[src/design/charge_start_consts.svh]
`ifndef CHARGE_START_CONSTS_SVH
`define CHARGE_START_CONSTS_SVH

// ==========================================================
// Clock and timebase
// ==========================================================
`define MCLK_PERIOD_NS 25
`define TICK_TIME_MS 125
`define TICK_CYCLES ((`TICK_TIME_MS * 1000000) / `MCLK_PERIOD_NS)

// ==========================================================
// Times in milliseconds and their tick counts
// ==========================================================
`define BLINK_ON_MS 125
`define BLINK_OFF_MS 1375
`define POWERUP_MS 1500
`define BLINK_ON_TICKS (`BLINK_ON_MS / `TICK_TIME_MS)
`define BLINK_PERIOD_TICKS ((`BLINK_ON_MS + `BLINK_OFF_MS) / `TICK_TIME_MS)
`define POWERUP_TICKS (`POWERUP_MS / `TICK_TIME_MS)
`define HOLDOFF_STEP_TICKS 8'h28

// ==========================================================
// Analog levels as converter codes
// ==========================================================
`define CODE_W 10
`define ADC_FULL_SCALE 1024
`define END_DISCHARGE_CODE ((`ADC_FULL_SCALE * 2) / 10)
`define LOW_TEMP_FAULT_CODE ((`ADC_FULL_SCALE * 4) / 10)
`define HIGH_TEMP_DIVISOR 8

// ==========================================================
// Three-level select input encoding
// ==========================================================
`define LEVEL_LOW 2'h0
`define LEVEL_HIGH 2'h1
`define LEVEL_FLOAT 2'h2

// ==========================================================
// Register offsets, fields and reset values
// ==========================================================
`define CTRL_OFFSET 8'h00
`define STATUS_OFFSET 8'h04
`define IRQ_STATUS_OFFSET 8'h08
`define IRQ_CLEAR_OFFSET 8'h0c
`define IRQ_ENABLE_OFFSET 8'h10
`define CTRL_ENABLE_BIT 0
`define CTRL_RESET 32'h00000001
`define IRQ_ENABLE_RESET 3'h0
`define IRQ_START_BIT 0
`define IRQ_END_BIT 1
`define IRQ_PENDING_BIT 2
`define IRQ_W 3

`endif

[src/design/charge_start_pkg.sv]
package charge_start_pkg;

    // APB request group from the bus master
    typedef struct packed {
        logic psel;
        logic penable;
        logic pwrite;
        logic [31:0] paddr;
        logic [31:0] pwdata;
    } apb_req_s;

    // Charger sequencing states
    typedef enum logic [1:0] {
        ST_POWERUP = 2'b00,
        ST_WAIT = 2'b01,
        ST_FAST = 2'b10
    } charge_state_e;

    // Events that feed the sticky status bits
    typedef struct packed {
        logic pending_entered;
        logic fast_ended;
        logic fast_started;
    } charge_events_s;

endpackage

[src/design/fast_charge_start_control.sv]
// Chosen here: the APB interface to the registers and the placing of the registers.
`timescale 1ns/1ps
`include "charge_start_consts.svh"

// How it works
// - Bad voltage or temperature holds charge pending
// - Pending blinks LED 0.125 s on, 1.375 s off
// - Start needs cell above end-discharge level
// - Low fault 0.4 supply; high fault derived
// - Start uses high fault; running uses cutoff
// - Start on insertion, power-up or command
// - LED steadily lit during fast charge
// - Hold-off disables voltage terminations, select-chosen
// - Insertion is falling crossing of max limit
// - Wait 1.5 s after power, sample commands
// - Equal commands at power-up start immediately
// - Different commands wait for valid edge
// - Command edge polarity follows discharge command
// - Cell above max limit ends charging
module fast_charge_start_control #(
    parameter int unsigned TICK_CYCLES = `TICK_CYCLES
) (
    input wire logic mclk,
    input wire logic rstn,
    input charge_start_pkg::apb_req_s apb_req,
    output logic [31:0] prdata,
    output logic pready,
    output logic pslverr,
    output logic irq,
    input wire logic charge_command_in,
    input wire logic discharge_command_in,
    input wire logic [1:0] hold_off_select_a,
    input wire logic [1:0] hold_off_select_b,
    input wire logic [`CODE_W-1:0] cell_voltage_sense,
    input wire logic [`CODE_W-1:0] max_cell_limit,
    input wire logic [`CODE_W-1:0] thermistor_sense,
    input wire logic [`CODE_W-1:0] temp_cutoff_level,
    output logic charge_status_led,
    output logic fast_charge_active,
    output logic charge_pending,
    output logic voltage_term_enable
);
    import charge_start_pkg::*;

    localparam logic [`CODE_W-1:0] END_DISCHARGE_LEVEL = `CODE_W'(`END_DISCHARGE_CODE);
    localparam logic [`CODE_W-1:0] LOW_TEMP_FAULT_LEVEL = `CODE_W'(`LOW_TEMP_FAULT_CODE);
    localparam logic [22:0] TICK_LAST = 23'(TICK_CYCLES - 1);
    localparam logic [3:0] BLINK_ON = 4'(`BLINK_ON_TICKS);
    localparam logic [3:0] BLINK_LAST = 4'(`BLINK_PERIOD_TICKS - 1);
    localparam logic [3:0] POWERUP_LAST = 4'(`POWERUP_TICKS - 1);

    // Three-level select to a position 0..2
    function automatic logic [7:0] level_index(input logic [1:0] sel);
        return (sel == `LEVEL_HIGH) ? 8'h01 : (sel == `LEVEL_FLOAT) ? 8'h02 : 8'h00;
    endfunction

    // ==========================================================
    // Synchronised command pins
    // ==========================================================
    logic [1:0] cmd_level, cmd_rise, cmd_fall;

    sync_edge #(.W(2)) cmd_sync (
        .mclk(mclk),
        .rstn(rstn),
        .async_in({discharge_command_in, charge_command_in}),
        .level(cmd_level),
        .rise(cmd_rise),
        .fall(cmd_fall)
    );

    // ==========================================================
    // Comparator results, registered once
    // ==========================================================
    logic cell_above_max, cell_above_max_prev, cell_above_edv, temp_start_ok, temp_run_ok;
    logic next_cell_above_max, next_cell_above_edv, next_temp_start_ok, next_temp_run_ok;
    logic [`CODE_W-1:0] high_temp_fault_level;

    // Hot reads low; a cutoff above the cold fault collapses the window
    always_comb
    begin
        high_temp_fault_level = (temp_cutoff_level >= LOW_TEMP_FAULT_LEVEL) ? temp_cutoff_level
            : temp_cutoff_level + `CODE_W'((LOW_TEMP_FAULT_LEVEL - temp_cutoff_level) / `HIGH_TEMP_DIVISOR);
        next_cell_above_max = cell_voltage_sense > max_cell_limit;
        next_cell_above_edv = cell_voltage_sense > END_DISCHARGE_LEVEL;
        next_temp_start_ok = (thermistor_sense < LOW_TEMP_FAULT_LEVEL)
            && (thermistor_sense > high_temp_fault_level);
        next_temp_run_ok = (thermistor_sense < LOW_TEMP_FAULT_LEVEL)
            && (thermistor_sense >= temp_cutoff_level);
    end

    // Comparator result registers
    always_ff @(posedge mclk or negedge rstn)
    begin
        if (!rstn)
        begin
            cell_above_max <= 1'b0;
            cell_above_max_prev <= 1'b0;
            cell_above_edv <= 1'b0;
            temp_start_ok <= 1'b0;
            temp_run_ok <= 1'b0;
        end
        else
        begin
            cell_above_max <= next_cell_above_max;
            cell_above_max_prev <= cell_above_max;
            cell_above_edv <= next_cell_above_edv;
            temp_start_ok <= next_temp_start_ok;
            temp_run_ok <= next_temp_run_ok;
        end
    end

    // ==========================================================
    // Free-running timebase
    // ==========================================================
    logic [22:0] tick_cnt, next_tick_cnt;
    logic tick;

    always_comb
    begin
        tick = tick_cnt == TICK_LAST;
        next_tick_cnt = tick ? 23'h000000 : tick_cnt + 23'h000001;
    end

    always_ff @(posedge mclk or negedge rstn)
    begin
        if (!rstn)
            tick_cnt <= 23'h000000;
        else
            tick_cnt <= next_tick_cnt;
    end

    // ==========================================================
    // Start sequencing
    // ==========================================================
    charge_state_e state, next_state;
    logic [3:0] powerup_cnt, next_powerup_cnt;
    logic [3:0] blink_cnt, next_blink_cnt;
    // Nine bits: the longest select choice is 360 ticks
    logic [8:0] holdoff_cnt, next_holdoff_cnt, holdoff_ticks;
    logic start_req, next_start_req;
    logic next_led, next_pending, next_active, next_term_en;
    logic window_ok, cmd_edge_ok, insertion, charger_enable;
    charge_events_s events;

    always_comb
    begin
        window_ok = cell_above_edv && !cell_above_max && temp_start_ok;
        // edge polarity set by discharge command
        cmd_edge_ok = (!cmd_level[1] && cmd_rise[0]) || (cmd_level[1] && cmd_fall[0]);
        insertion = cell_above_max_prev && !cell_above_max;
        holdoff_ticks = 9'((16'(level_index(hold_off_select_a)) * 16'h0003
            + 16'(level_index(hold_off_select_b)) + 16'h0001) * 16'(`HOLDOFF_STEP_TICKS));
        next_state = state;
        next_powerup_cnt = powerup_cnt;
        next_blink_cnt = blink_cnt;
        next_holdoff_cnt = holdoff_cnt;
        next_start_req = start_req;
        events = '0;
        unique case (state)
            ST_POWERUP:
            begin
                // hold reset for 1.5 s, then sample
                if (tick)
                begin
                    next_powerup_cnt = powerup_cnt + 4'h1;
                    if (powerup_cnt == POWERUP_LAST)
                    begin
                        next_state = ST_WAIT;
                        // unequal commands wait for an edge
                        next_start_req = cmd_level[0] == cmd_level[1];
                    end
                end
            end
            ST_WAIT:
            begin
                if (insertion || cmd_edge_ok)
                    next_start_req = 1'b1;
                if (start_req && window_ok && charger_enable)
                begin
                    next_state = ST_FAST;
                    next_start_req = 1'b0;
                    next_holdoff_cnt = holdoff_ticks;
                    events.fast_started = 1'b1;
                end
                // Blink phase restarts while the window is fine
                if (window_ok)
                    next_blink_cnt = 4'h0;
                else if (tick)
                    next_blink_cnt = (blink_cnt == BLINK_LAST) ? 4'h0 : blink_cnt + 4'h1;
            end
            ST_FAST:
            begin
                if (tick && holdoff_cnt != 9'h000)
                    next_holdoff_cnt = holdoff_cnt - 9'h001;
                // max limit ends charging after hold-off
                if (!temp_run_ok || !charger_enable || (voltage_term_enable && cell_above_max))
                begin
                    next_state = ST_WAIT;
                    next_blink_cnt = 4'h0;
                    events.fast_ended = 1'b1;
                end
            end
            default:
            begin
                next_state = ST_POWERUP;
            end
        endcase
        // short low, long high while pending
        next_pending = (next_state == ST_WAIT) && !window_ok;
        next_active = next_state == ST_FAST;
        events.pending_entered = next_pending && !charge_pending;
        if (next_active)
            next_led = 1'b0;
        else if (next_pending)
            next_led = next_blink_cnt >= BLINK_ON;
        else
            next_led = 1'b1;
        next_term_en = next_active && (next_holdoff_cnt == 9'h000);
    end

    // Sequencer registers; LED dark until the window is known
    always_ff @(posedge mclk or negedge rstn)
    begin
        if (!rstn)
        begin
            state <= ST_POWERUP;
            powerup_cnt <= 4'h0;
            blink_cnt <= 4'h0;
            holdoff_cnt <= 9'h000;
            start_req <= 1'b0;
            charge_status_led <= 1'b1;
            charge_pending <= 1'b0;
            fast_charge_active <= 1'b0;
            voltage_term_enable <= 1'b0;
        end
        else
        begin
            state <= next_state;
            powerup_cnt <= next_powerup_cnt;
            blink_cnt <= next_blink_cnt;
            holdoff_cnt <= next_holdoff_cnt;
            start_req <= next_start_req;
            charge_status_led <= next_led;
            charge_pending <= next_pending;
            fast_charge_active <= next_active;
            voltage_term_enable <= next_term_en;
        end
    end

    // ==========================================================
    // APB slave and interrupt registers
    // ==========================================================
    logic [31:0] ctrl, next_ctrl;
    logic [`IRQ_W-1:0] irq_status, next_irq_status;
    logic [`IRQ_W-1:0] irq_enable, next_irq_enable;
    logic [31:0] next_prdata;
    logic next_pready, next_pslverr, next_irq;
    logic access, commit, mapped;
    logic [`IRQ_W-1:0] clear_bits;

    assign charger_enable = ctrl[`CTRL_ENABLE_BIT];

    // One wait state: pready is registered, writes land on its edge
    always_comb
    begin
        access = apb_req.psel && apb_req.penable;
        commit = access && pready;
        mapped = (apb_req.paddr[31:8] == 24'h000000) && (apb_req.paddr[1:0] == 2'h0)
            && (apb_req.paddr[7:0] <= `IRQ_ENABLE_OFFSET);
        next_pready = access && !pready;
        next_pslverr = access && !pready && !mapped;
        next_prdata = 32'h00000000;
        next_ctrl = ctrl;
        next_irq_enable = irq_enable;
        clear_bits = '0;
        if (access && !pready && !apb_req.pwrite)
        begin
            unique case (apb_req.paddr[7:0])
                `CTRL_OFFSET: next_prdata = ctrl;
                `STATUS_OFFSET: next_prdata = {24'h000000, window_ok, start_req,
                    voltage_term_enable, charge_pending, fast_charge_active,
                    charge_status_led, state};
                `IRQ_STATUS_OFFSET: next_prdata = {29'h00000000, irq_status};
                `IRQ_ENABLE_OFFSET: next_prdata = {29'h00000000, irq_enable};
                default: next_prdata = 32'h00000000;
            endcase
        end
        if (commit && apb_req.pwrite && mapped)
        begin
            if (apb_req.paddr[7:0] == `CTRL_OFFSET)
                next_ctrl = {31'h00000000, apb_req.pwdata[`CTRL_ENABLE_BIT]};
            if (apb_req.paddr[7:0] == `IRQ_CLEAR_OFFSET)
                clear_bits = apb_req.pwdata[`IRQ_W-1:0];
            if (apb_req.paddr[7:0] == `IRQ_ENABLE_OFFSET)
                next_irq_enable = apb_req.pwdata[`IRQ_W-1:0];
        end
        // A new event beats a clear in the same cycle
        next_irq_status = (irq_status & ~clear_bits) | events;
        next_irq = |(next_irq_status & next_irq_enable);
    end

    always_ff @(posedge mclk or negedge rstn)
    begin
        if (!rstn)
        begin
            ctrl <= `CTRL_RESET;
            irq_status <= '0;
            irq_enable <= `IRQ_ENABLE_RESET;
            prdata <= 32'h00000000;
            pready <= 1'b0;
            pslverr <= 1'b0;
            irq <= 1'b0;
        end
        else
        begin
            ctrl <= next_ctrl;
            irq_status <= next_irq_status;
            irq_enable <= next_irq_enable;
            prdata <= next_prdata;
            pready <= next_pready;
            pslverr <= next_pslverr;
            irq <= next_irq;
        end
    end

endmodule

[src/design/sync_edge.sv]
`timescale 1ns/1ps

module sync_edge #(
    parameter int W = 2
) (
    input wire logic mclk,
    input wire logic rstn,
    input wire logic [W-1:0] async_in,
    output logic [W-1:0] level,
    output logic [W-1:0] rise,
    output logic [W-1:0] fall
);

    logic [W-1:0] meta;
    logic [W-1:0] stable;
    logic [W-1:0] prev;

    // ==========================================================
    // Two-flop synchroniser plus one history stage
    // ==========================================================
    // Edges from stable samples only
    always_ff @(posedge mclk or negedge rstn)
    begin
        if (!rstn)
        begin
            meta <= '0;
            stable <= '0;
            prev <= '0;
        end
        else
        begin
            meta <= async_in;
            stable <= meta;
            prev <= stable;
        end
    end

    assign level = stable;
    assign rise = stable & ~prev;
    assign fall = ~stable & prev;

endmodule

[config.mk]
export PLATFORM = sky130hd
export DESIGN_NAME = fast_charge_start_control
export DESIGN_NICKNAME = d
export VERILOG_FILES = /design/src/design/charge_start_pkg.sv /design/src/design/fast_charge_start_control.sv /design/src/design/sync_edge.sv
export VERILOG_INCLUDE_DIRS = /design/src /design/src/design
export SDC_FILE = /design/constraint.sdc
export NUM_CORES = 1
export LEC_CHECK = 0
export BUFFER_PORTS_ARGS = -buffer_cell sky130_fd_sc_hd__buf_2
export CAP_MARGIN = 20
export CORE_MARGIN = 2
export CORE_UTILIZATION = 30
export DETAILED_ROUTE_END_ITERATION = 6
export PLACE_DENSITY = 0.58
export SYNTH_ARGS = -nofsm -noshare
export SYNTH_HDL_FRONTEND = slang
export SYNTH_HIERARCHICAL = 1
export SYNTH_SLANG_ARGS = --single-unit
[constraint.sdc]
create_clock -name mclk -period 3.5 [get_ports mclk]
set_clock_uncertainty 0.05 [all_clocks]
set_input_delay 0.175 -clock mclk [delete_from_list [all_inputs] [get_ports mclk]]
set_output_delay 0.175 -clock mclk [all_outputs]
set_load 0.01 [all_outputs]
==> metrics.cfg <==
[run_status]
status = finished clean

[sta]
drv_slew = 0
worst_slew_pin_slew_ps = 936
fin_crit_sh_pct = 92.8
min_period_ps = 3250
relSlewSlack_pct = 37.6
hold_violations = 0
setup_viol = 0
clock.fmax_mhz = 308
setup_tns_ps = 0
whs_ps = 56.1
setup_ws_ps = 253

[die]
die_w_um = 137
die_h_um = 137
die-area_um2 = 18800
ios = 154
num_rows = 48
core-area_um2 = 17300
start_util_pct = 30.8

[power_and_ir_drop]
powerDensity_nw_per_um2 = 322
irDropWorstVdd_mv = 0.204
p_leak_uw = 0.00321

[cts]
clk_latency_ps = 320
cts_buffers = 9
root_buffer = clkbuf_16
path_clk_slew_ps = 50
clock_path_buffers = 2
cts_tree = done
cts.sinks = 75
h-tree-depth = 3

[cells_and_area]
num-fill-cells = 1789
final_cell_mix = buf_2 (99), dfrtp_1 (73), ha_1 (55)
drive_gt1_share_pct = 22.1
final_common_cell = buf_2
num_antenna_cells = 0
area_growth_pct = 21.3
fin_nets = 888

[route]
wirelength_mm = 12.3
drc = 0
via_count = 4554
viasPerCell = 4.82
drt_iter0_markers = 225
firstDrtPassIters = 4
wl_per_cell_um = 13.0
postRouteAntennaNets = 0

[critical_path]
reg2regPathDepth = 7
start_kind = input pin
r2r_slack_ps = 720
reg2reg_to = voltage_term_enable
worstReg2RegStart = holdoff_cnt[3]
critPathKind = input pin to register
crit_required_ps = 3660
crit_path_max_fanout = 5
crit_path_start = temp_cutoff_level[1]
cp-end-kind = register
worstPathArrival_ps = 3410

[placed_design]
dpl.hpwl_mm = 9.65
preCtsSetupSlack_ps = -256
gp_congestion = 0.834
io_buffers = 100

[global_route]
grt_pass1_wl_mm = 19.4
antenna_found_initial = 0
grt_pass1_vias = 4110
grtUsageTotal_pct = 13.0
overflow = 0
grt_max_degree = 76

[worst_hold_path]
hp-class = input pin to register
worstHoldEndpoint = cell_above_edv
min_from = cell_voltage_sense[8]
hold_depth = 2

[job]
drv_cap = 0

[synth]
syn_avg_cell_area_um2 = 9.03
synth_area_um2 = 5320
syn_inst = 589
ys_warn_count = 6

==> per-layer routing <==
metal	track usage, %	share of wire [%]	up-vias
met4	5.04	1.3	0
met5	0	0	-
met1	17.9	48	2077
li1	-	-	2317
met3	1.81	6.2	12
met2	20.6	44	148
==> final cells by class <==
type                            count  area (um2)  share of cell area [%]
Multi-Input combinational cell    457        3150                    48.8
Sequential cell                    75        1880                    29.1
Timing Repair Buffer              126         706                    10.9
Tap cell                          225         282                    4.36
Clock buffer                       12         246                    3.82
Inverter                           47         176                    2.73
Clock inverter                      3        15.0                   0.233
==> flip-flops by register name, indices dropped and copies added, names as in the netlist, 2 cells and up <==
name	count
blink_cnt	4
cmd_sync/level	2
cmd_sync/meta	2
holdoff_cnt	9
irq_enable	3
irq_status	3
powerup_cnt	4
prdata	8
state	2
tick_cnt	23
==> repair_timing <==
item / CTS / global route
buffers inserted: 0 / 1
setup endpoints to repair: 0 / 1
resized for setup: 0 / 7
endpoints found under the hold margin: 23 / 0
hold buffers: 3 / 0
==> critical path, stage by stage <==
cell      delay (ps)
buf_2            100
buf_4            150
o211ai_1         240
buf_4            170
a21oi_1           60
a21oi_1          140
ha_1             280
a21oi_2          200
o21bai_2         100
a211o_1          310
a31oi_2          180
xnor2_1          140
a21oi_1           90
ha_1             310
nand4_1          100
nor2_1            70
a221oi_1         260
o221ai_1         150
and3_1           180
==> where the power goes <==
part | switching (uW) | internal [uW] | total, uW
registers | 5.93 | 878 | 884
logic | 202 | 182 | 384
clock network | 321 | 491 | 812
total | 528 | 1550 | 2080
==> metrics by stage <==
| step | instance area (um2) | std cells | utilization (%) | power [uW] |
|---|---|---|---|---|
| global placement | 6130 | 926 | 35.5 | 1270 |
| finish | 6450 | 945 | 37.3 | 2080 |
| global route | 6450 | 945 | 37.3 | 2210 |
| detailed placement | 6130 | 926 | 35.5 | 1270 |
| CTS | 6420 | 944 | 37.1 | 2100 |
| floorplan | 5410 | 612 | - | 1130 |
==> worst max-delay path by stage <==
stage / end / cells after the start
after detailed placement: temp_start_ok / 18
final: temp_start_ok / 19
after floorplan: temp_start_ok / 17
after CTS: temp_start_ok / 18
after global routing: temp_start_ok / 19
after global placement: temp_start_ok / 18
Note: power is estimated with default switching activity, not from simulation.
